[src/hw/rqe_pkg.sv]
// Package for the receive event word encoder: type codes, causes and request layout.
package rqe_pkg;

  // Word layout: six-bit type in the low bits, information field above it.
  localparam int RQE_WORD_W = 32;
  localparam int RQE_TYPE_W = 6;
  localparam int RQE_INFO_W = RQE_WORD_W - RQE_TYPE_W;
  localparam int RQE_QUEUE_W = 4;
  localparam int RQE_CTR_W = 9;
  localparam int RQE_USER_W = 3;

  // Values after reset.
  localparam logic RQE_READY_RST = 1'b1;
  localparam logic [RQE_WORD_W-1:0] RQE_WORD_RST = 32'h0000_0000;

  // Event type codes.
  localparam logic [5:0] RQE_T_CELL_RANGE = 6'h0C;
  localparam logic [5:0] RQE_T_CELL_IDX0 = 6'h0D;
  localparam logic [5:0] RQE_T_DROP_AAL0 = 6'h10;
  localparam logic [5:0] RQE_T_DROP_AAL5 = 6'h11;
  localparam logic [5:0] RQE_T_DROP_NUD = 6'h12;
  localparam logic [5:0] RQE_T_FIFO_DROP = 6'h13;
  localparam logic [5:0] RQE_T_FIFO_THR = 6'h14;
  localparam logic [5:0] RQE_T_FIFO_FULL = 6'h15;
  localparam logic [5:0] RQE_T_FIFO_RTO = 6'h16;
  localparam logic [5:0] RQE_T_RESERVED = 6'h17;
  localparam logic [5:0] RQE_T_TUC_RX = 6'h18;
  localparam logic [5:0] RQE_T_TUC_RX0 = 6'h19;
  localparam logic [5:0] RQE_T_TUC_TX = 6'h1A;
  localparam logic [5:0] RQE_T_TUC_TX0 = 6'h1B;
  localparam logic [5:0] RQE_T_THRESH1 = 6'h1E;
  localparam logic [5:0] RQE_T_THRESH2 = 6'h1F;
  localparam logic [5:0] RQE_T_TX_DONE = 6'h20;
  localparam logic [5:0] RQE_T_TX_FREED = 6'h21;
  localparam logic [5:0] RQE_T_TX_BAD = 6'h22;
  localparam logic [5:0] RQE_T_CONN_CLOSED = 6'h23;
  localparam logic [5:0] RQE_T_DMA_TX_OK = 6'h24;
  localparam logic [5:0] RQE_T_DMA_RX_OK = 6'h25;
  localparam logic [5:0] RQE_T_DMA_TX_ERR = 6'h26;
  localparam logic [5:0] RQE_T_DMA_RX_ERR = 6'h27;
  localparam logic [5:0] RQE_T_DMA_VIRT = 6'h28;
  localparam logic [5:0] RQE_T_DMA_ZERO = 6'h29;
  localparam logic [5:0] RQE_T_ABR_ADT = 6'h2C;
  localparam logic [5:0] RQE_T_ABR_NO_BRM = 6'h2D;
  localparam logic [5:0] RQE_T_ABR_CCR0 = 6'h2E;
  localparam logic [5:0] RQE_T_ABR_RM_RX = 6'h2F;
  localparam logic [5:0] RQE_T_USER_BASE = 6'h30;
  localparam logic [5:0] RQE_T_VMEM = 6'h38;
  localparam logic [5:0] RQE_T_BUF_OVF = 6'h39;
  localparam logic [5:0] RQE_T_CT_NO_DESC = 6'h3A;
  localparam logic [5:0] RQE_T_CT_CANCEL = 6'h3B;
  localparam logic [5:0] RQE_T_SCATTER = 6'h3C;
  localparam logic [5:0] RQE_T_CTR_OVF = 6'h3D;
  localparam logic [5:0] RQE_T_POOL = 6'h3E;
  localparam logic [5:0] RQE_T_STAMP = 6'h3F;

  // Direction flag sits at word bit six, the lowest information bit.
  localparam int RQE_DIR_POS = 0;

  // Conditions that producers raise.
  typedef enum logic [5:0] {
    RQE_C_CELL_RANGE = 6'b000000,
    RQE_C_CELL_IDX0 = 6'b000001,
    RQE_C_DROP_AAL0 = 6'b000010,
    RQE_C_DROP_AAL5 = 6'b000011,
    RQE_C_DROP_NUD = 6'b000100,
    RQE_C_FIFO_DROP = 6'b000101,
    RQE_C_FIFO_THR = 6'b000110,
    RQE_C_FIFO_FULL = 6'b000111,
    RQE_C_FIFO_RTO = 6'b001000,
    RQE_C_TUC_RX = 6'b001001,
    RQE_C_TUC_RX0 = 6'b001010,
    RQE_C_TUC_TX = 6'b001011,
    RQE_C_TUC_TX0 = 6'b001100,
    RQE_C_THRESH1 = 6'b001101,
    RQE_C_THRESH2 = 6'b001110,
    RQE_C_TX_DONE = 6'b001111,
    RQE_C_TX_FREED = 6'b010000,
    RQE_C_TX_BAD = 6'b010001,
    RQE_C_CONN_CLOSED = 6'b010010,
    RQE_C_DMA_TX_OK = 6'b010011,
    RQE_C_DMA_RX_OK = 6'b010100,
    RQE_C_DMA_TX_ERR = 6'b010101,
    RQE_C_DMA_RX_ERR = 6'b010110,
    RQE_C_DMA_VIRT = 6'b010111,
    RQE_C_DMA_ZERO = 6'b011000,
    RQE_C_ABR_ADT = 6'b011001,
    RQE_C_ABR_NO_BRM = 6'b011010,
    RQE_C_ABR_CCR0 = 6'b011011,
    RQE_C_ABR_RM_RX = 6'b011100,
    RQE_C_VMEM = 6'b011101,
    RQE_C_BUF_OVF = 6'b011110,
    RQE_C_CT_NO_DESC = 6'b011111,
    RQE_C_CT_CANCEL = 6'b100000,
    RQE_C_SCATTER = 6'b100001,
    RQE_C_CTR_OVF = 6'b100010,
    RQE_C_POOL = 6'b100011,
    RQE_C_USER = 6'b100100
  } rqe_cause_t;

  // One request from a producer or from a software enqueue.
  typedef struct packed {
    rqe_cause_t cause;
    logic [RQE_USER_W-1:0] user_idx;
    logic [RQE_QUEUE_W-1:0] queue;
    logic [RQE_INFO_W-1:0] ptr;
    logic [RQE_INFO_W-1:0] pkt_ptr;
    logic bad_frames;
    logic dir_up;
    logic [RQE_CTR_W-1:0] ctr_map;
  } rqe_req_t;

  // One word handed to the receive queue.
  typedef struct packed {
    logic [RQE_QUEUE_W-1:0] queue;
    logic [RQE_WORD_W-1:0] word;
  } rqe_evt_t;

endpackage : rqe_pkg

[src/hw/rqe_encoder.sv]
// Receive event word encoder: turns producer conditions into queue event words.
//
// Notes on behaviour
// - Out-of-range path/channel cell posts 0x0c, zero channel index 0x0d, with cell pointer.
// - No-buffer drops post 0x10, 0x11 or 0x12 with channel descriptor pointer.
// - FIFO-mode cell dropped on full channel FIFO posts 0x13 with descriptor pointer.
// - FIFO threshold 0x14, FIFO full 0x15, FIFO timeout 0x16, descriptor pointer.
// - Cell counter overflows post 0x18, 0x19, 0x1a, 0x1b with descriptor pointer.
// - ABR events go to the ABR routing queue, not the channel's queue.
// - ACR decrease timer expiry posts 0x2c with descriptor pointer.
// - Too many RM cells without backward RM posts 0x2d with descriptor pointer.
// - Current cell rate zero posts 0x2e; RM cell received posts 0x2f with buffer.
// - Threshold 1 or 2 crossing posts 0x1e or 0x1f; bit six gives direction.
// - Transmit done posts 0x20, or 0x21 if freed, with buffer pointer.
// - Bad-marked transmit buffer cancels transmission and posts 0x22 with buffer.
// - Channel drained after closure posts 0x23 with descriptor address.
// - DMA success posts 0x24/0x25, errors 0x26/0x27, info as set up.
// - Virtual error 0x28 or zero address 0x29 abandons descriptor, posts its address.
// - Virtual segment or size overflow posts 0x38 with packet or channel pointer.
// - Real buffer overflow posts 0x39, packet pointer in bad-frame mode else descriptor.
// - Cut-through: no header descriptor 0x3a; error-cancelled DMA 0x3b with descriptor.
// - Scatter pages exhausted on good packet posts 0x3c with internal buffer.
// - Global counter overflows post 0x3d with bitmap in bits 31 down to 23.
// - Buffer pool status condition posts 0x3e carrying the pool status.
// - With timestamping on, a 0x3f stamp word goes just ahead of its event.
// - Every event is one 32-bit queue entry.
// - Type in six low bits, information field in the upper bits.
`timescale 1ns/100ps
module rqe_encoder
  import rqe_pkg::*;
(
  // Clock and reset.
  input wire logic i_clk_sys,
  input wire logic i_arst_n,
  // Request from producers and software enqueue.
  input wire logic i_req_valid,
  input wire rqe_req_t i_req,
  output logic o_req_ready,
  // Routing and timestamp settings.
  input wire logic [RQE_QUEUE_W-1:0] i_abr_queue,
  input wire logic i_ts_enable,
  input wire logic [RQE_INFO_W-1:0] i_timestamp,
  // Event word to the receive queue.
  output logic o_evt_valid,
  output rqe_evt_t o_evt,
  input wire logic i_evt_ready,
  // Side effects toward the transmit and DMA engines.
  output logic o_tx_cancel,
  output logic o_desc_abandon
);

  typedef enum logic [1:0] {
    RQE_S_IDLE = 2'b00,
    RQE_S_STAMP = 2'b01,
    RQE_S_EVENT = 2'b10
  } rqe_state_t;

  // Type code for a cause; the reserved code has no cause that maps to it.
  function automatic logic [RQE_TYPE_W-1:0] evt_type(input rqe_req_t r);
    logic [RQE_TYPE_W-1:0] t;
    t = RQE_T_POOL;
    case (r.cause)
      RQE_C_CELL_RANGE: t = RQE_T_CELL_RANGE;
      RQE_C_CELL_IDX0: t = RQE_T_CELL_IDX0;
      RQE_C_DROP_AAL0: t = RQE_T_DROP_AAL0;
      RQE_C_DROP_AAL5: t = RQE_T_DROP_AAL5;
      RQE_C_DROP_NUD: t = RQE_T_DROP_NUD;
      RQE_C_FIFO_DROP: t = RQE_T_FIFO_DROP;
      RQE_C_FIFO_THR: t = RQE_T_FIFO_THR;
      RQE_C_FIFO_FULL: t = RQE_T_FIFO_FULL;
      RQE_C_FIFO_RTO: t = RQE_T_FIFO_RTO;
      RQE_C_TUC_RX: t = RQE_T_TUC_RX;
      RQE_C_TUC_RX0: t = RQE_T_TUC_RX0;
      RQE_C_TUC_TX: t = RQE_T_TUC_TX;
      RQE_C_TUC_TX0: t = RQE_T_TUC_TX0;
      RQE_C_THRESH1: t = RQE_T_THRESH1;
      RQE_C_THRESH2: t = RQE_T_THRESH2;
      RQE_C_TX_DONE: t = RQE_T_TX_DONE;
      RQE_C_TX_FREED: t = RQE_T_TX_FREED;
      RQE_C_TX_BAD: t = RQE_T_TX_BAD;
      RQE_C_CONN_CLOSED: t = RQE_T_CONN_CLOSED;
      RQE_C_DMA_TX_OK: t = RQE_T_DMA_TX_OK;
      RQE_C_DMA_RX_OK: t = RQE_T_DMA_RX_OK;
      RQE_C_DMA_TX_ERR: t = RQE_T_DMA_TX_ERR;
      RQE_C_DMA_RX_ERR: t = RQE_T_DMA_RX_ERR;
      RQE_C_DMA_VIRT: t = RQE_T_DMA_VIRT;
      RQE_C_DMA_ZERO: t = RQE_T_DMA_ZERO;
      RQE_C_ABR_ADT: t = RQE_T_ABR_ADT;
      RQE_C_ABR_NO_BRM: t = RQE_T_ABR_NO_BRM;
      RQE_C_ABR_CCR0: t = RQE_T_ABR_CCR0;
      RQE_C_ABR_RM_RX: t = RQE_T_ABR_RM_RX;
      RQE_C_VMEM: t = RQE_T_VMEM;
      RQE_C_BUF_OVF: t = RQE_T_BUF_OVF;
      RQE_C_CT_NO_DESC: t = RQE_T_CT_NO_DESC;
      RQE_C_CT_CANCEL: t = RQE_T_CT_CANCEL;
      RQE_C_SCATTER: t = RQE_T_SCATTER;
      RQE_C_CTR_OVF: t = RQE_T_CTR_OVF;
      RQE_C_POOL: t = RQE_T_POOL;
      RQE_C_USER: t = RQE_T_USER_BASE | {3'h0, r.user_idx};
      default: t = RQE_T_POOL;
    endcase
    return t;
  endfunction : evt_type

  // Information field; most causes carry the primary pointer unchanged.
  function automatic logic [RQE_INFO_W-1:0] evt_info(input rqe_req_t r);
    logic [RQE_INFO_W-1:0] f;
    f = r.ptr;
    case (r.cause)
      RQE_C_THRESH1, RQE_C_THRESH2: begin
        f = r.ptr;
        f[RQE_DIR_POS] = r.dir_up;
      end
      RQE_C_VMEM, RQE_C_BUF_OVF, RQE_C_CT_NO_DESC: begin
        f = r.bad_frames ? r.pkt_ptr : r.ptr;
      end
      RQE_C_CTR_OVF: begin
        f = {r.ctr_map, {(RQE_INFO_W-RQE_CTR_W){1'b0}}};
      end
      default: f = r.ptr;
    endcase
    return f;
  endfunction : evt_info

  // ABR events take their queue from the ABR routing setting.
  function automatic logic is_abr(input rqe_cause_t c);
    return (c == RQE_C_ABR_ADT) || (c == RQE_C_ABR_NO_BRM) ||
           (c == RQE_C_ABR_CCR0) || (c == RQE_C_ABR_RM_RX);
  endfunction : is_abr

  rqe_state_t state_r;
  rqe_evt_t pend_r;
  logic accept;
  logic drain;
  rqe_evt_t word_nxt;

  assign accept = i_req_valid && o_req_ready;
  assign drain = o_evt_valid && i_evt_ready;

  // Whole entry is built at once so the queue never sees a half word.
  always_comb begin
    word_nxt.queue = is_abr(i_req.cause) ? i_abr_queue : i_req.queue;
    word_nxt.word = {evt_info(i_req), evt_type(i_req)};
  end

  // Sequencer: one request at a time, stamp word first when enabled.
  always_ff @(posedge i_clk_sys or negedge i_arst_n) begin
    if (!i_arst_n) begin
      state_r <= RQE_S_IDLE;
      o_req_ready <= RQE_READY_RST;
    end else begin
      case (state_r)
        RQE_S_IDLE: begin
          if (accept) begin
            o_req_ready <= 1'b0;
            state_r <= i_ts_enable ? RQE_S_STAMP : RQE_S_EVENT;
          end
        end
        RQE_S_STAMP: begin
          if (drain) begin
            state_r <= RQE_S_EVENT;
          end
        end
        RQE_S_EVENT: begin
          if (drain) begin
            state_r <= RQE_S_IDLE;
            o_req_ready <= 1'b1;
          end
        end
        default: begin
          state_r <= RQE_S_IDLE;
          o_req_ready <= 1'b1;
        end
      endcase
    end
  end

  // Output word; the real event waits in pend_r while the stamp is offered.
  always_ff @(posedge i_clk_sys or negedge i_arst_n) begin
    if (!i_arst_n) begin
      o_evt_valid <= 1'b0;
      o_evt <= '0;
      pend_r <= '0;
    end else if (accept) begin
      o_evt_valid <= 1'b1;
      pend_r <= word_nxt;
      if (i_ts_enable) begin
        o_evt.queue <= word_nxt.queue;
        o_evt.word <= {i_timestamp, RQE_T_STAMP};
      end else begin
        o_evt <= word_nxt;
      end
    end else if (drain) begin
      if (state_r == RQE_S_STAMP) begin
        o_evt <= pend_r;
      end else begin
        o_evt_valid <= 1'b0;
        o_evt.word <= RQE_WORD_RST;
      end
    end
  end

  // Side effects are single registered pulses, the cycle after acceptance of the causing request.
  always_ff @(posedge i_clk_sys or negedge i_arst_n) begin
    if (!i_arst_n) begin
      o_tx_cancel <= 1'b0;
      o_desc_abandon <= 1'b0;
    end else begin
      o_tx_cancel <= accept && (i_req.cause == RQE_C_TX_BAD);
      o_desc_abandon <= accept &&
        ((i_req.cause == RQE_C_DMA_VIRT) || (i_req.cause == RQE_C_DMA_ZERO));
    end
  end

  // Checks on the words handed to the queue.
  property p_cell_word;
    @(posedge i_clk_sys) disable iff (!i_arst_n)
    (accept && !i_ts_enable && i_req.cause == RQE_C_CELL_RANGE) |=>
      (o_evt_valid && o_evt.word == {$past(i_req.ptr), RQE_T_CELL_RANGE});
  endproperty
  a_cell_word: assert property (p_cell_word) else $error("Out-of-range cell word wrong.");

  property p_drop_word;
    @(posedge i_clk_sys) disable iff (!i_arst_n)
    (accept && !i_ts_enable && i_req.cause == RQE_C_DROP_AAL5) |=>
      (o_evt.word[5:0] == 6'h11 && o_evt.word[31:6] == $past(i_req.ptr));
  endproperty
  a_drop_word: assert property (p_drop_word) else $error("Buffer drop word wrong.");

  property p_abr_route;
    @(posedge i_clk_sys) disable iff (!i_arst_n)
    (accept && is_abr(i_req.cause)) |=> (o_evt.queue == $past(i_abr_queue));
  endproperty
  a_abr_route: assert property (p_abr_route) else $error("ABR event misrouted.");

  property p_thresh_dir;
    @(posedge i_clk_sys) disable iff (!i_arst_n)
    (accept && !i_ts_enable && i_req.cause == RQE_C_THRESH2) |=>
      (o_evt.word[5:0] == 6'h1F && o_evt.word[6] == $past(i_req.dir_up));
  endproperty
  a_thresh_dir: assert property (p_thresh_dir) else $error("Threshold direction wrong.");

  property p_tx_cancel;
    @(posedge i_clk_sys) disable iff (!i_arst_n)
    (accept && i_req.cause == RQE_C_TX_BAD) |=> (o_tx_cancel ##1 !o_tx_cancel);
  endproperty
  a_tx_cancel: assert property (p_tx_cancel) else $error("Transmit cancel not pulsed.");

  property p_abandon;
    @(posedge i_clk_sys) disable iff (!i_arst_n)
    o_desc_abandon |-> (o_evt_valid && $past(i_req.cause) inside {RQE_C_DMA_VIRT, RQE_C_DMA_ZERO});
  endproperty
  a_abandon: assert property (p_abandon) else $error("Descriptor abandoned without cause.");

  property p_overflow_map;
    @(posedge i_clk_sys) disable iff (!i_arst_n)
    (accept && !i_ts_enable && i_req.cause == RQE_C_CTR_OVF) |=>
      (o_evt.word == {$past(i_req.ctr_map), 17'h0, 6'h3D});
  endproperty
  a_overflow_map: assert property (p_overflow_map) else $error("Overflow bitmap wrong.");

  // Stamp word comes first, then the pending event with no word lost between them.
  property p_stamp_first;
    @(posedge i_clk_sys) disable iff (!i_arst_n)
    (accept && i_ts_enable) |=>
      (o_evt_valid && state_r == RQE_S_STAMP &&
       o_evt.word == {$past(i_timestamp), RQE_T_STAMP});
  endproperty
  a_stamp_first: assert property (p_stamp_first) else $error("Stamp not ahead of event.");

  property p_stamp_next;
    @(posedge i_clk_sys) disable iff (!i_arst_n)
    (state_r == RQE_S_STAMP && drain) |=>
      (o_evt_valid && state_r == RQE_S_EVENT && o_evt == $past(pend_r));
  endproperty
  a_stamp_next: assert property (p_stamp_next) else $error("Event lost after stamp.");

  property p_bad_frame_ptr;
    @(posedge i_clk_sys) disable iff (!i_arst_n)
    (accept && !i_ts_enable && i_req.cause == RQE_C_BUF_OVF) |=>
      (o_evt.word[31:6] == ($past(i_req.bad_frames) ? $past(i_req.pkt_ptr) : $past(i_req.ptr)));
  endproperty
  a_bad_frame_ptr: assert property (p_bad_frame_ptr) else $error("Overflow pointer wrong.");

  property p_no_reserved;
    @(posedge i_clk_sys) disable iff (!i_arst_n)
    o_evt_valid |-> (o_evt.word[5:0] != RQE_T_RESERVED);
  endproperty
  a_no_reserved: assert property (p_no_reserved) else $error("Reserved type emitted.");

  // User codes appear exactly when software asked for one; no producer cause may borrow them.
  property p_user_only;
    @(posedge i_clk_sys) disable iff (!i_arst_n)
    (accept && !i_ts_enable) |=>
      ((o_evt.word[5:3] == 3'h6) == ($past(i_req.cause) == RQE_C_USER));
  endproperty
  a_user_only: assert property (p_user_only) else $error("User code misused.");

  property p_held;
    @(posedge i_clk_sys) disable iff (!i_arst_n)
    (o_evt_valid && !i_evt_ready) |=> (o_evt_valid && $stable(o_evt));
  endproperty
  a_held: assert property (p_held) else $error("Word changed while stalled.");

endmodule : rqe_encoder

[config.mk]
export PLATFORM = sky130hd
export DESIGN_NAME = rqe_encoder
export DESIGN_NICKNAME = d
export VERILOG_FILES = /design/src/hw/rqe_pkg.sv /design/src/hw/rqe_encoder.sv
export SDC_FILE = /design/constraint.sdc
export NUM_CORES = 1
export LEC_CHECK = 0
export ABC_AREA = 1
export BUFFER_PORTS_ARGS = -buffer_cell sky130_fd_sc_hd__buf_2
export CORE_MARGIN = 3
export CORE_UTILIZATION = 45
export DETAILED_ROUTE_END_ITERATION = 12
export PLACE_DENSITY = 0.72
export SETUP_SLACK_MARGIN = 0.3
export SYNTH_ARGS = -nofsm -noshare
export SYNTH_HDL_FRONTEND = slang
export SYNTH_SLANG_ARGS = --single-unit
[constraint.sdc]
create_clock -name i_clk_sys -period 3.2 [get_ports i_clk_sys]
set_input_delay 0.48 -clock i_clk_sys [delete_from_list [all_inputs] [get_ports i_clk_sys]]
set_output_delay 0.48 -clock i_clk_sys [all_outputs]
set_load 0.005 [all_outputs]
# Yosys cells after proc, flatten, opt, wreduce, memory -nomap -nowiden
# Index checks and enable logic that the tools add are counted.
# W data, S select, Z words.
# totals
regBits,78
word_cells,89
input_bits,111
out_inout_bits,40
# op_classes
n_mux,20
eq_ne,41
bitwise,1
reduce_logical,18
# op_table
cell,n
$pmux W6 S36,1
$eq A6 B5 Y1 const B,16
$pmux W26 S3,1
$mux W36,2
$mux W32,2
$eq A6 B4 Y1 const B,8
$mux W26,1
$eq A6 B3 Y1 const B,4
$eq A6 B6 Y1 const B,4
$eq A6 B2 Y1 const B,2
$mux W2,4
$mux W4,2
$ne A2 B2 Y1 const B,4
$eq A6 B1 Y1 const B,1
$logic_not A6 Y1,1
$pmux W2 S3,1
$reduce_and A3 Y1,2
$mux W1,5
$logic_and A1 B1 Y1,4
$logic_or A1 B1 Y1,4
$reduce_and A2 Y1,2
$reduce_bool A2 Y1,2
$pmux W1 S3,1
$reduce_or A3 Y1,1
other kinds (5),5

# Logic depth before layout (Yosys ltp)
# Gate-level depths: netlist of the first run.
# logic_depth
word_depth,6
ltp_mapped,12

# Worst setup path after synthesis of the first run
# Ideal clock, no wire load.
# synth_path
path_kind,input to register
start,in i_req[72] (netlist name)
end,reg o_evt[28] (netlist name)
setup_time_ns,0.123
arrival_time_ns,1.460
stages,11
setup_slack_ns,1.617
cell_sequence,inv_1 nand2_1 nor2_1 nand2_1 nand2_4 buf_6 nor2_2 o21ai_2 nand2_1 nand2_1 a21oi_1
# synth_via
elab_chain_cells,5
elab_cells_between_ends,11
cone_classes,eq/ne: 6; mux: 3; reduce/logical: 2
# synth_lines
item,line_no,source
from (decl),rqe_encoder.sv:37,"input wire rqe_req_t i_req,"
$eq A6 B5 Y1 / $eq A6 B4 Y1 (equally long branches),rqe_encoder.sv:109,case (r.cause)
$reduce_or A3 Y1 / $reduce_or A2 Y1 (equally long branches),rqe_encoder.sv:109,
$pmux W26 S3 *,rqe_encoder.sv:109,
$mux W32 *,rqe_encoder.sv:187,if (i_ts_enable) begin
$mux W36 *,rqe_encoder.sv:184,end else if (accept) begin
to (signal assigned),rqe_encoder.sv:191,o_evt <= word_nxt;
to (signal assigned),rqe_encoder.sv:195,o_evt <= pend_r;
to (decl),rqe_encoder.sv:45,"output rqe_evt_t o_evt,"
# Every way passes the cells marked *; elsewhere a longest branch is shown, timed or not.
# A chain may end at the register's enable or synchronous reset.

# Worst setup path in the final report of the first run
# layout_path
start,reg o_req_ready
end,reg o_evt[17] (netlist name)
# layout_via
elab_chain_cells,2
elab_cells_between_ends,3
cone_classes,mux: 1; reduce/logical: 2
# layout_lines
item,line_no,source
from (decl),rqe_encoder.sv:38,"output logic o_req_ready,"
from (signal assigned),rqe_encoder.sv:150,o_req_ready <= RQE_READY_RST;
from (signal assigned),rqe_encoder.sv:155,o_req_ready <= 1'b0;
from (signal assigned),rqe_encoder.sv:167,o_req_ready <= 1'b1;
$logic_and A1 B1 Y1 *,rqe_encoder.sv:137,assign accept = i_req_valid && o_req_ready;
$mux W36 / $reduce_bool A2 Y1 (equally long branches),-,
# Marks and branches as above.

==> summary.md, run 1 <==
| Metric | Value |
|---|---|
| Status | `finished clean` |
| Slew Viols, Final | `0` |
| Crit. Startpoint | `o_req_ready$_DFFE_PN1P_` |
| Async S/R FF share, synth | `100%` |
| First-pass GRT wire length | `23.3 mm` |
| RSZ-0062 raised after global routing | `false` |
| Final hold violation count | `0` |
| Static Leak | `3.29 nW` |
| Commonest non-fill, non-tap cell in the layout | `nand2_1` |
| Post-CTS Hold Buffers | `0` |
| Routed length per instance | `14.5 um` |
| Setup_tns | `0 ps` |
| I/O Buffers | `150` |
| Pin count of the biggest net entering global routing | `79` |
| Clk slew on worst S/H paths | `80 ps` |
| Cell Pwr Density | `705 mW/mm^2` |
| Max transition margin | `35.0%` |
| Initial Util | `46.6%` |
| Routed via count | `5089` |
| Min-delay worst type | `input port to asynchronous set/reset pin` |
| Fmax | `0.449 GHz` |
| # setup viols final | `0` |
| Synth top area cells | `dfrtp_1 (40%), nand2_1 (20%), nor2_1 (4.6%)` |
| Yosys warnings | `0` |
| Root Driver | `clkbuf_8` |
| CTS Buf Count | `9` |
| Drt first pass iters | `7` |
| Final Power | `0.00414 W` |
| Met3 Use GR | `4.17%` |
| CP Max Fanout | `36` |
| R2R depth | `7` |
| Iter 0 DRT Violations | `253` |
| Register area share after synthesis | `40.2%` |
| Die area | `0.0121 mm^2` |
| Min Tclk post-route | `2230 ps` |
| CP Data Required Time | `3470 ps` |
| Worst-Margin Slew | `975 ps` |
| Dpl hpwl | `10.4 mm` |
| Critical Path Sink Type | `register` |
| Critical path type | `register to register` |
| Area Overhead vs Synth | `20.9%` |
| Post-synth cell types | `32` |
| Nets@finish | `955` |
| DRC | `0` |
| Max cap viols | `0` |
| Cell taking the most area after synthesis | `dfrtp_1` |
| Gr busiest metal | `met2` |
| Clock buffer depth | `2` |
| Num rows | `37` |
| Tcrit/Tclk final | `69.6%` |
| Crit start category | `register` |
| CTS HTree Levels | `3` |
| Postcts setup bufs | `0` |
| Die X | `110 um` |
| End of the critical path | `o_evt[17]$_DFFE_PN0P_` |
| Synth Instances | `711` |
| Syn avg cell area | `6.83 um^2` |
| Final Skew | `14.9 ps` |
| Synthesized Nets | `822` |
| Fraction of layout cells with a size suffix above 1 | `26.9%` |
| Final Wtd Congestion | `0.906` |
| Total track usage | `24.5%` |
| Inserted Diodes | `0` |
| Number of global-route vias before repair | `4878` |
| Worst Path Arrival | `2500 ps` |
| Worst R2R Start | `o_req_ready$_DFFE_PN1P_` |
| Synth Flop Type | `dfrtp_1` |
| Post-CTS resize count | `0` |
| DRT antenna net count | `0` |
| Vias per Instance | `5.17` |
| CTS tree | `done` |
| I/O Pins | `151` |
| Reg-to-reg slack, setup | `970 ps` |
| Worst-skew pair later-pin latency | `360 ps` |
| Peak supply drop | `0.324 mV` |
| RR Endpoint | `o_evt[17]$_DFFE_PN0P_` |
| Final WL | `14.3 mm` |
| Initial antenna violation count | `0` |
| EDFF count, synth | `0` |
| Clk sinks | `78` |
| Post-synth top area share | `39.7%` |
| Highest-count cells in the layout ignoring fill and taps | `nand2_1 (256), buf_2 (149), dfrtp_1 (77), nor2_1 (59), inv_1 (54)` |
| Post-Syn Area | `0.00486 mm^2` |
| Met2 Track Usage GR | `39.7%` |
| Grt met1 use | `32.9%` |
| Core ar. | `0.0104 mm^2` |
| Overflow after GRT | `0` |
| Synthesized flop and latch total | `78` |
| Die Y | `110 um` |
worst min path at each step:
stage	cells after the start	slack (ps)	startpoint	endpoint
floorplan	0	180	i_arst_n	o_desc_abandon$_DFF_PN0_
global placement	2	460	pend_r[2]$_DFFE_PN0P_	pend_r[2]$_DFFE_PN0P_
detailed placement	2	460	pend_r[2]$_DFFE_PN0P_	pend_r[2]$_DFFE_PN0P_
CTS	1	310	i_arst_n	o_evt[18]$_DFFE_PN0P_
global route	1	330	i_arst_n	o_evt[18]$_DFFE_PN0P_
finish	1	270	i_arst_n	o_evt[18]$_DFFE_PN0P_
layer usage:
layer | share of wire [%] | vias to the layer above
met3 | 6.7 | 25
li1 | - | 2548
met1 | 45 | 2331
met4 | 2.0 | 0
met5 | 0 | -
met2 | 46 | 185
flip-flops by register name (all words and copies together), names as in the netlist:
register and cells:
o_desc_abandon 1, o_evt 36, o_evt_valid 1, o_req_ready 1
o_tx_cancel 1, pend_r 36, state_r 2
cell families after synthesis:
logic type | count (synthesis) | synth area share [%]
buf+inv | 95 | 8.19
simple gates | 400 | 35.4
flops | 78 | 40.2
compound gates | 138 | 16.2
area by class of cell:
class	instances	area (um^2)
clock buffer	10	128
clock inverter	6	70.1
fill	1044	4540
inverter	60	225
multi-input combinational	538	2510
sequential	78	1950
tap	136	170
timing repair buffer	157	818
critical path: stages (launching register included):
cell and delay, ps:
dfstp_2 580, nand2_2 80, buf_4 250, nor2_1 470
inv_2 380, nand2_1 160, nand2_1 70, a21oi_1 160
per-stage QoR:
stage	util, %	cell area (um^2)	hold WS [ps]	std cells	worst slack [ps]
2_1_floorplan	-	4860	184	711	1620
3_3_place_gp	54.5	5670	457	969	927
3_5_place_dp	54.5	5670	462	969	883
4_1_cts	56.4	5870	307	985	981
5_1_grt	56.4	5870	328	985	854
6_report	56.4	5870	274	985	973
cell usage after synthesis (5+ instances only):
cell / instances
a31oi_1: 27
a211oi_1: 6
nor2_1: 59
nand2_1: 257
nand4_1: 5
buf_2: 9
inv_2: 5
inv_1: 54
or2_2: 26
clkbuf_1: 19
o21ai_1: 14
nor2_2: 6
o21ai_2: 10
dfrtp_1: 77
nor3_1: 8
nand3_1: 29
o21ai_0: 43
a21oi_1: 33
report_power, final:
part	leakage (nW)	switching [W]	internal, W
clock	0.101	0.000381	0.000368
sequential	0.952	0.000255	0.00146
combinational	2.23	0.00102	0.000657
Note: power is estimated with default switching activity, not from simulation.
==> run 2: changes to the inputs <==
==> constraint.sdc (replaced) <==
create_clock -name i_clk_sys -period 2.1 [get_ports i_clk_sys]
set_input_delay 0.315 -clock i_clk_sys [delete_from_list [all_inputs] [get_ports i_clk_sys]]
set_output_delay 0.315 -clock i_clk_sys [all_outputs]
set_load 0.005 [all_outputs]
==> summary.md, run 2 (same netlist as run 1, synthesis figures left out) <==
| Metric | Value |
|---|---|
| WHS | `218 ps (was 274 ps)` |
| Critical path type | `register to register (unchanged)` |
| CP Data Required Time | `2340 ps (was 3470 ps)` |
| Crit path max-delay family | `buffers and inverters (was simple AND/OR/NAND/NOR gates)` |
| Worst Path Arrival | `1920 ps (was 2500 ps)` |
| Fraction of layout cells with a size suffix above 1 | `28.5% (was 26.9%)` |
| DRC | `0 (unchanged)` |
| Num rows | `37 (unchanged)` |
| CP Max Fanout | `25 (was 36)` |
| Min Tclk post-route | `1680 ps (was 2230 ps)` |
| Max cap viols | `0 (unchanged)` |
| Worst-skew pair later-pin latency | `360 ps (about the same)` |
| Pin count of the biggest net entering global routing | `41 (was 79)` |
| Slowest cell on the critical path | `dfstp_2 (unchanged)` |
| Vias per Instance | `5.13 (was 5.17)` |
| Leading registers by flop count | `o_evt: 36 flops, pend_r: 36 flops, state_r: 2 flops (unchanged)` |
| Critical Path Sink Type | `register (unchanged)` |
| Placed Cells | `984 (was 969)` |
| FF/Latch Area | `0.00195 mm^2 (unchanged)` |
| First-pass GRT wire length | `23.0 mm (was 23.3 mm)` |
| Routed length per instance | `14.4 um (was 14.5 um)` |
| Worst-Margin Slew | `519 ps (was 975 ps)` |
| Dpl hpwl | `10.9 mm (was 10.4 mm)` |
| # setup viols final | `0 (unchanged)` |
| Core ar. | `0.0104 mm^2 (unchanged)` |
| Overflow after GRT | `0 (unchanged)` |
| Routed via count | `5125 (was 5089)` |
| Cell Pwr Density | `1060 mW/mm^2 (was 705 mW/mm^2)` |
| Clk sinks | `78 (unchanged)` |
| Iter 0 DRT Violations | `281 (was 253)` |
| Postcts setup bufs | `0 (unchanged)` |
| Tcrit/Tclk final | `79.8% (was 69.6%)` |
| Max transition margin | `65.4% (was 35.0%)` |
| Multi-input gate area | `0.00252 mm^2 (was 0.00251 mm^2)` |
| I/O Buffers | `150 (unchanged)` |
| Final Wtd Congestion | `0.865 (was 0.906)` |
| I/O Pins | `151 (unchanged)` |
| Die area | `0.0121 mm^2 (unchanged)` |
| Final WL | `14.4 mm (was 14.3 mm)` |
| CTS tree | `done (unchanged)` |
| Fmax | `0.597 GHz (was 0.449 GHz)` |
| Drt first pass iters | `5 (was 7)` |
| Clock buffer depth | `2 (unchanged)` |
| Highest-count cells in the layout ignoring fill and taps | `nand2_1 (256), buf_2 (149), dfrtp_1 (77), nor2_1 (57), inv_1 (54) (was nand2_1 (256), buf_2 (149), dfrtp_1 (77), nor2_1 (59), inv_1 (54))` |
| Nets@finish | `971 (was 955)` |
| Critical Path, Cell by Cell | `nand2_2, buf_4, inv_1, buf_6, nor2_1, a21oi_1, o21ai_1 (was nand2_2, buf_4, nor2_1, inv_2, nand2_1, nand2_1, a21oi_1)` |
| Area Overhead vs Synth | `24.4% (was 20.9%)` |
| Min-delay worst type | `input port to register (was input port to asynchronous set/reset pin)` |
| DRT antenna net count | `0 (unchanged)` |
| Root Driver | `clkbuf_8 (unchanged)` |
| Die Y | `110 um (unchanged)` |
| Final hold violation count | `0 (unchanged)` |
| Final Skew | `10.4 ps (was 14.9 ps)` |
| Peak supply drop | `0.384 mV (was 0.324 mV)` |
| Total track usage | `24.2% (was 24.5%)` |
| Die X | `110 um (unchanged)` |
| Initial Util | `46.6% (unchanged)` |
| CP peak stage delay | `550 ps (was 580 ps)` |
| Crit start category | `register (unchanged)` |
| Status | `finished clean (unchanged)` |
| Buf/Inv on CP | `3 (was 2)` |
| Filler instances | `1055 (was 1044)` |
| RSZ-0062 raised after global routing | `true (was false)` |
| Setup_tns | `0 ps (unchanged)` |
| Clk slew on worst S/H paths | `80 ps (about the same)` |
| Initial antenna violation count | `0 (unchanged)` |
| Commonest non-fill, non-tap cell in the layout | `nand2_1 (unchanged)` |
| CTS Buf Count | `9 (unchanged)` |
| Slew Viols, Final | `0 (unchanged)` |
| Post-route insts no fill | `1000 (was 985)` |
| CTS HTree Levels | `3 (unchanged)` |
| Static Leak | `3.37 nW (was 3.29 nW)` |
| Number of global-route vias before repair | `4825 (was 4878)` |
| Inserted Diodes | `0 (unchanged)` |
-- run 2: worst register-to-register path: stages (launching register included) --
cell and delay [ps]:
dfstp_2 550, nand2_2 70, buf_4 220, inv_1 130, buf_6 230, nor2_1 70
a21oi_1 210, o21ai_1 80
-- run 2: where the power goes --
part | total, W | internal, W | switching [W]
Sequential | 0.00262 | 0.00223 | 0.000383
Combinational | 0.00262 | 0.00106 | 0.00156
Clock | 0.00116 | 0.000609 | 0.000551
Total | 0.00639 | 0.00390 | 0.00249
-- run 2: path summary, 6_finish.rpt --
path | slack, ps | cells after the start | startpoint | end
max | 420 | 7 | o_req_ready$_DFFE_PN1P_ | o_evt[32]$_DFFE_PN0P_
min in group asynchronous | 460 | 2 | i_arst_n | o_evt[20]$_DFFE_PN0P_
min | 220 | 4 | i_evt_ready | o_evt_valid$_DFFE_PN0P_
max reg2reg | 420 | 7 | o_req_ready$_DFFE_PN1P_ | o_evt[32]$_DFFE_PN0P_
min reg2reg | 480 | 2 | pend_r[1]$_DFFE_PN0P_ | pend_r[1]$_DFFE_PN0P_
max in group asynchronous | 960 | 3 | i_arst_n | o_req_ready$_DFFE_PN1P_
-- run 2: per-stage QoR --
step	total power, W	setup WS, ps	utilization [%]	cell area, um^2
after floorplan	0.00416	577	-	4860
after global placement	0.00516	173	55.8	5810
after detailed placement	0.00525	214	55.8	5810
after CTS	0.00641	307	57.8	6020
after global routing	0.00691	274	58.0	6040
final	0.00639	425	58.0	6040
-- run 2: area by class of cell --
type	count	share of cell area [%]
clock buffers	12	2.57
flip-flops and latches	78	32.3
clock inverters	3	0.725
multi-input cells	538	41.7
inverters	60	3.79
well taps	136	2.82
repair buffers	173	16.1
-- run 2: timing repair --
item | CTS | global route
endpoints found under the hold margin | 38 | 0
resized for setup | 0 | 6
hold buffers | 1 | 0
endpoints found under the setup margin | 0 | 30
-- run 2: per-layer routing --
metal | part of all wire (%) | track usage [%] | vias to the layer above | routed length (um)
met4 | 1.7 | 7.30 | 0 | 243
met1 | 45 | 32.6 | 2352 | 6430
li1 | - | - | 2584 | -
met3 | 6.0 | 4.82 | 19 | 870
met2 | 48 | 39.3 | 170 | 6870
met5 | 0 | 0 | - | 0
==> run 3: changes to the inputs <==
--- a/config.mk
+++ b/config.mk
@@ -5,12 +5,12 @@
 export SDC_FILE = /design/constraint.sdc
 export NUM_CORES = 1
 export LEC_CHECK = 0
-export ABC_AREA = 1
+export ABC_AREA = 0
 export BUFFER_PORTS_ARGS = -buffer_cell sky130_fd_sc_hd__buf_2
 export CORE_MARGIN = 3
 export CORE_UTILIZATION = 45
 export DETAILED_ROUTE_END_ITERATION = 12
-export PLACE_DENSITY = 0.72
+export PLACE_DENSITY = 0.77
 export SETUP_SLACK_MARGIN = 0.3
 export SYNTH_ARGS = -nofsm -noshare
 export SYNTH_HDL_FRONTEND = slang
==> constraint.sdc (replaced) <==
create_clock -name i_clk_sys -period 1.45 [get_ports i_clk_sys]
set_input_delay 0.2175 -clock i_clk_sys [delete_from_list [all_inputs] [get_ports i_clk_sys]]
set_output_delay 0.2175 -clock i_clk_sys [all_outputs]
set_load 0.005 [all_outputs]
==> summary.md, run 3 <==
| Metric | Value |
|---|---|
| Status | `complete, but fails checks (was finished clean)` |
| Failing checks | `negative setup slack` |
| Post-synth cell types | `56 (was 32)` |
| Synth top area cells | `dfrtp_1 (47%), a22o_1 (7.5%), a21oi_1 (6.6%) (was dfrtp_1 (40%), nand2_1 (20%), nor2_1 (4.6%))` |
| Setup_tns | `-237 ps (was 0 ps)` |
| Final Wtd Congestion | `0.877 (was 0.865)` |
| Critical Path Sink Type | `register (unchanged)` |
| CP peak stage delay | `550 ps (about the same)` |
| CTS HTree Levels | `3 (unchanged)` |
| Dpl hpwl | `8.98 mm (was 10.9 mm)` |
| Inserted Diodes | `0 (unchanged)` |
| Filler instances | `697 (was 1055)` |
| Synthesized Nets | `544 (was 822)` |
| Routed length per instance | `18.7 um (was 14.4 um)` |
| Syn avg cell area | `9.45 um^2 (was 6.83 um^2)` |
| Total track usage | `25.0% (was 24.2%)` |
| Synth Instances | `433 (was 711)` |
| Static Leak | `2.97 nW (was 3.37 nW)` |
| Final hold violation count | `0 (unchanged)` |
| Number of global-route vias before repair | `4214 (was 4825)` |
| Count leader, synth | `dfrtp_1 (was nand2_1)` |
| Post-Syn Area | `0.00409 mm^2 (was 0.00486 mm^2)` |
| Iter 0 DRT Violations | `179 (was 281)` |
| Synth Flop Type | `dfrtp_1 (unchanged)` |
| Clk slew on worst S/H paths | `90 ps (was 80 ps)` |
| DRT antenna net count | `0 (unchanged)` |
| Routed via count | `4266 (was 5125)` |
| Multi-input gate area | `0.00227 mm^2 (was 0.00252 mm^2)` |
| Critical Path, Cell by Cell | `and2_4, a21oi_4, clkbuf_16, a22o_1, a21oi_1, o21ai_1 (was nand2_2, buf_4, inv_1, buf_6, nor2_1, a21oi_1, o21ai_1)` |
| Commonest non-fill, non-tap cell in the layout | `buf_2 (was nand2_1)` |
| Nets@finish | `731 (was 971)` |
| Placed inst area | `0.00541 mm^2 (was 0.00581 mm^2)` |
| Combinational share of power | `13.5% (was 41.0%)` |
| Vias per Instance | `5.82 (was 5.13)` |
| Num rows | `34 (was 37)` |
| Crit start category | `register (unchanged)` |
| Commonest cells post-synth | `dfrtp_1 (77), a21oi_1 (54), o21ai_0 (46), nand2_1 (44), a22o_1 (35) (was nand2_1 (257), dfrtp_1 (77), nor2_1 (59), inv_1 (54), o21ai_0 (43))` |
| Initial antenna violation count | `0 (unchanged)` |
| Area Overhead vs Synth | `48.3% (was 24.4%)` |
| Async S/R FF share, synth | `100% (unchanged)` |
| CP Data Required Time | `1690 ps (was 2340 ps)` |
| Switch share | `26.8% (was 38.9%)` |
| Pin count of the biggest net entering global routing | `52 (was 41)` |
| Final Skew | `12.5 ps (was 10.4 ps)` |
| Leading registers by flop count | `o_evt: 36 flops, pend_r: 36 flops, state_r: 2 flops (unchanged)` |
| CTS Buf Count | `9 (unchanged)` |
| Min-delay worst type | `input port to register (unchanged)` |
| Worst-Margin Slew | `562 ps (was 519 ps)` |
| Cell taking the most area after synthesis | `dfrtp_1 (unchanged)` |
| CTS tree | `done (unchanged)` |
| Peak supply drop | `0.374 mV (was 0.384 mV)` |
| Tcrit/Tclk final | `103% (was 79.8%)` |
| Overflow after GRT | `0 (unchanged)` |
| Internal power | `0.00330 W (was 0.00390 W)` |
| Buf/Inv on CP | `1 (was 3)` |
| Setup slack after layout | `-42.0 ps (was 425 ps)` |
| First-pass GRT wire length | `20.2 mm (was 23.0 mm)` |
| Die area | `0.0103 mm^2 (was 0.0121 mm^2)` |
| Final instance area | `0.00607 mm^2 (was 0.00604 mm^2)` |
| Cell Pwr Density | `743 mW/mm^2 (was 1060 mW/mm^2)` |
| DRC | `0 (unchanged)` |
| Net Sw Power | `0.00121 W (was 0.00249 W)` |
| Core ar. | `0.00876 mm^2 (was 0.0104 mm^2)` |
| Slowest cell on the critical path | `dfstp_2 (unchanged)` |
| Post-synth top area share | `47.1% (was 39.7%)` |
| Fmax | `0.670 GHz (was 0.597 GHz)` |
| Yosys warnings | `0 (unchanged)` |
| Register share of total power | `48.2% (was 40.9%)` |
| Die Y | `101 um (was 110 um)` |
| Synthesized flop and latch total | `78 (unchanged)` |
| EDFF count, synth | `0 (unchanged)` |
| Final core occ | `69.2% (was 58.0%)` |
| Final WL | `13.7 mm (was 14.4 mm)` |
| Clk sinks | `78 (unchanged)` |
| Max transition margin | `62.4% (was 65.4%)` |
| Clock share of power | `38.3% (was 18.1%)` |
| I/O Buffers | `150 (unchanged)` |
| WHS | `124 ps (was 218 ps)` |
| Crit path max-delay family | `flip-flops (was buffers and inverters)` |
| RSZ-0062 raised after global routing | `true (unchanged)` |
| Worst-skew pair later-pin latency | `370 ps (was 360 ps)` |
| Clock buffer depth | `2 (unchanged)` |
| Die X | `101 um (was 110 um)` |
| FF/Latch Area | `0.00195 mm^2 (about the same)` |
| Min Tclk post-route | `1490 ps (was 1680 ps)` |
| Highest-count cells in the layout ignoring fill and taps | `buf_2 (142), dfrtp_1 (76), o21ai_1 (51), buf_4 (42), nand2_1 (41) (was nand2_1 (256), buf_2 (149), dfrtp_1 (77), nor2_1 (57), inv_1 (54))` |
| Fraction of layout cells with a size suffix above 1 | `48.5% (was 28.5%)` |
| Critical path type | `register to register (unchanged)` |
| Initial Util | `46.7% (was 46.6%)` |
| Post-Place Setup Slack | `-412 ps (was 214 ps)` |
| Root Driver | `clkbuf_8 (unchanged)` |
| CP Max Fanout | `6 (was 25)` |
| # setup viols final | `18 (was 0)` |
| Worst Path Arrival | `1730 ps (was 1920 ps)` |
| Drt first pass iters | `4 (was 5)` |
| Slew Viols, Final | `0 (unchanged)` |
| Register area share after synthesis | `47.7% (was 40.2%)` |
| I/O Pins | `151 (unchanged)` |
| Max cap viols | `0 (unchanged)` |
[run 3: path summary, 6_finish.rpt]
kind / startpoint / end / slack (ps) / cells past startpoint
max in group asynchronous: i_arst_n / o_evt[14]$_DFFE_PN0P_ / 630 / 3
min in group asynchronous: i_arst_n / o_evt[25]$_DFFE_PN0P_ / 300 / 2
worst max register to register: o_req_ready$_DFFE_PN1P_ / o_evt[26]$_DFFE_PN0P_ / -40 / 6
worst min-delay path: i_req[61] / pend_r[30]$_DFFE_PN0P_ / 120 / 3
worst min register to register: pend_r[30]$_DFFE_PN0P_ / pend_r[30]$_DFFE_PN0P_ / 500 / 2
worst max-delay path: o_req_ready$_DFFE_PN1P_ / o_evt[26]$_DFFE_PN0P_ / -40 / 6
[run 3: stage by stage]
stage                     total power, W  std cells
after floorplan                  0.00245        433
after global routing             0.00468        733
after CTS                        0.00449        726
final                            0.00451        733
after detailed placement         0.00276        703
after global placement           0.00275        703
[run 3: worst register-to-register path: stages, from the launching register on]
cell,delay [ps]
dfstp_2,550
and2_4,170
a21oi_4,70
clkbuf_16,180
a22o_1,200
a21oi_1,120
o21ai_1,80
[run 3: timing repair]
action / in CTS / in global routing
resized for setup: 42 / 27
buffers inserted: 5 / 3
endpoints found under the hold margin: 22 / 0
pin swaps: 8 / 11
endpoints found under the setup margin: 79 / 85
cloned: 1 / 4
hold buffers: 1 / 0
[run 3: cell type report]
cell class	instances	share of cell area [%]
multi-input combinational	315	37.5
sequential	78	32.2
timing repair buffer	212	24.5
tap	108	2.23
clock buffer	9	2.04
clock inverter	7	1.32
inverter	4	0.247
[run 3: per-layer routing]
layer  up-vias  global-route usage, %  wire [um]
li1       1993                      -          -
met4         0                   5.83        201
met1      2060                   32.7       5610
met2       193                   42.3       6710
met5         -                      0          0
met3        20                   6.06       1150
[run 3: cells by family (layout without fill, tap and decap cells)]
group / after synthesis / count (layout) / synth area share (%)
flops: 78 / 78 / 47.7
mux: 7 / 7 / 1.74
xor+xnor: 1 / 1 / 0.214
compound gates: 201 / 201 / 32.2
simple gates: 105 / 106 / 13.6
buf+inv: 41 / 232 / 4.53
[run 3: power by group through the flow]
stage                     sequential [W]  combinational (W)  clock, W
after floorplan                  0.00222           0.000233         0
after global placement           0.00222           0.000538         0
after detailed placement         0.00222           0.000547         0
after CTS                        0.00217           0.000592   0.00173
after global routing             0.00217           0.000658   0.00185
final                            0.00217           0.000609   0.00173
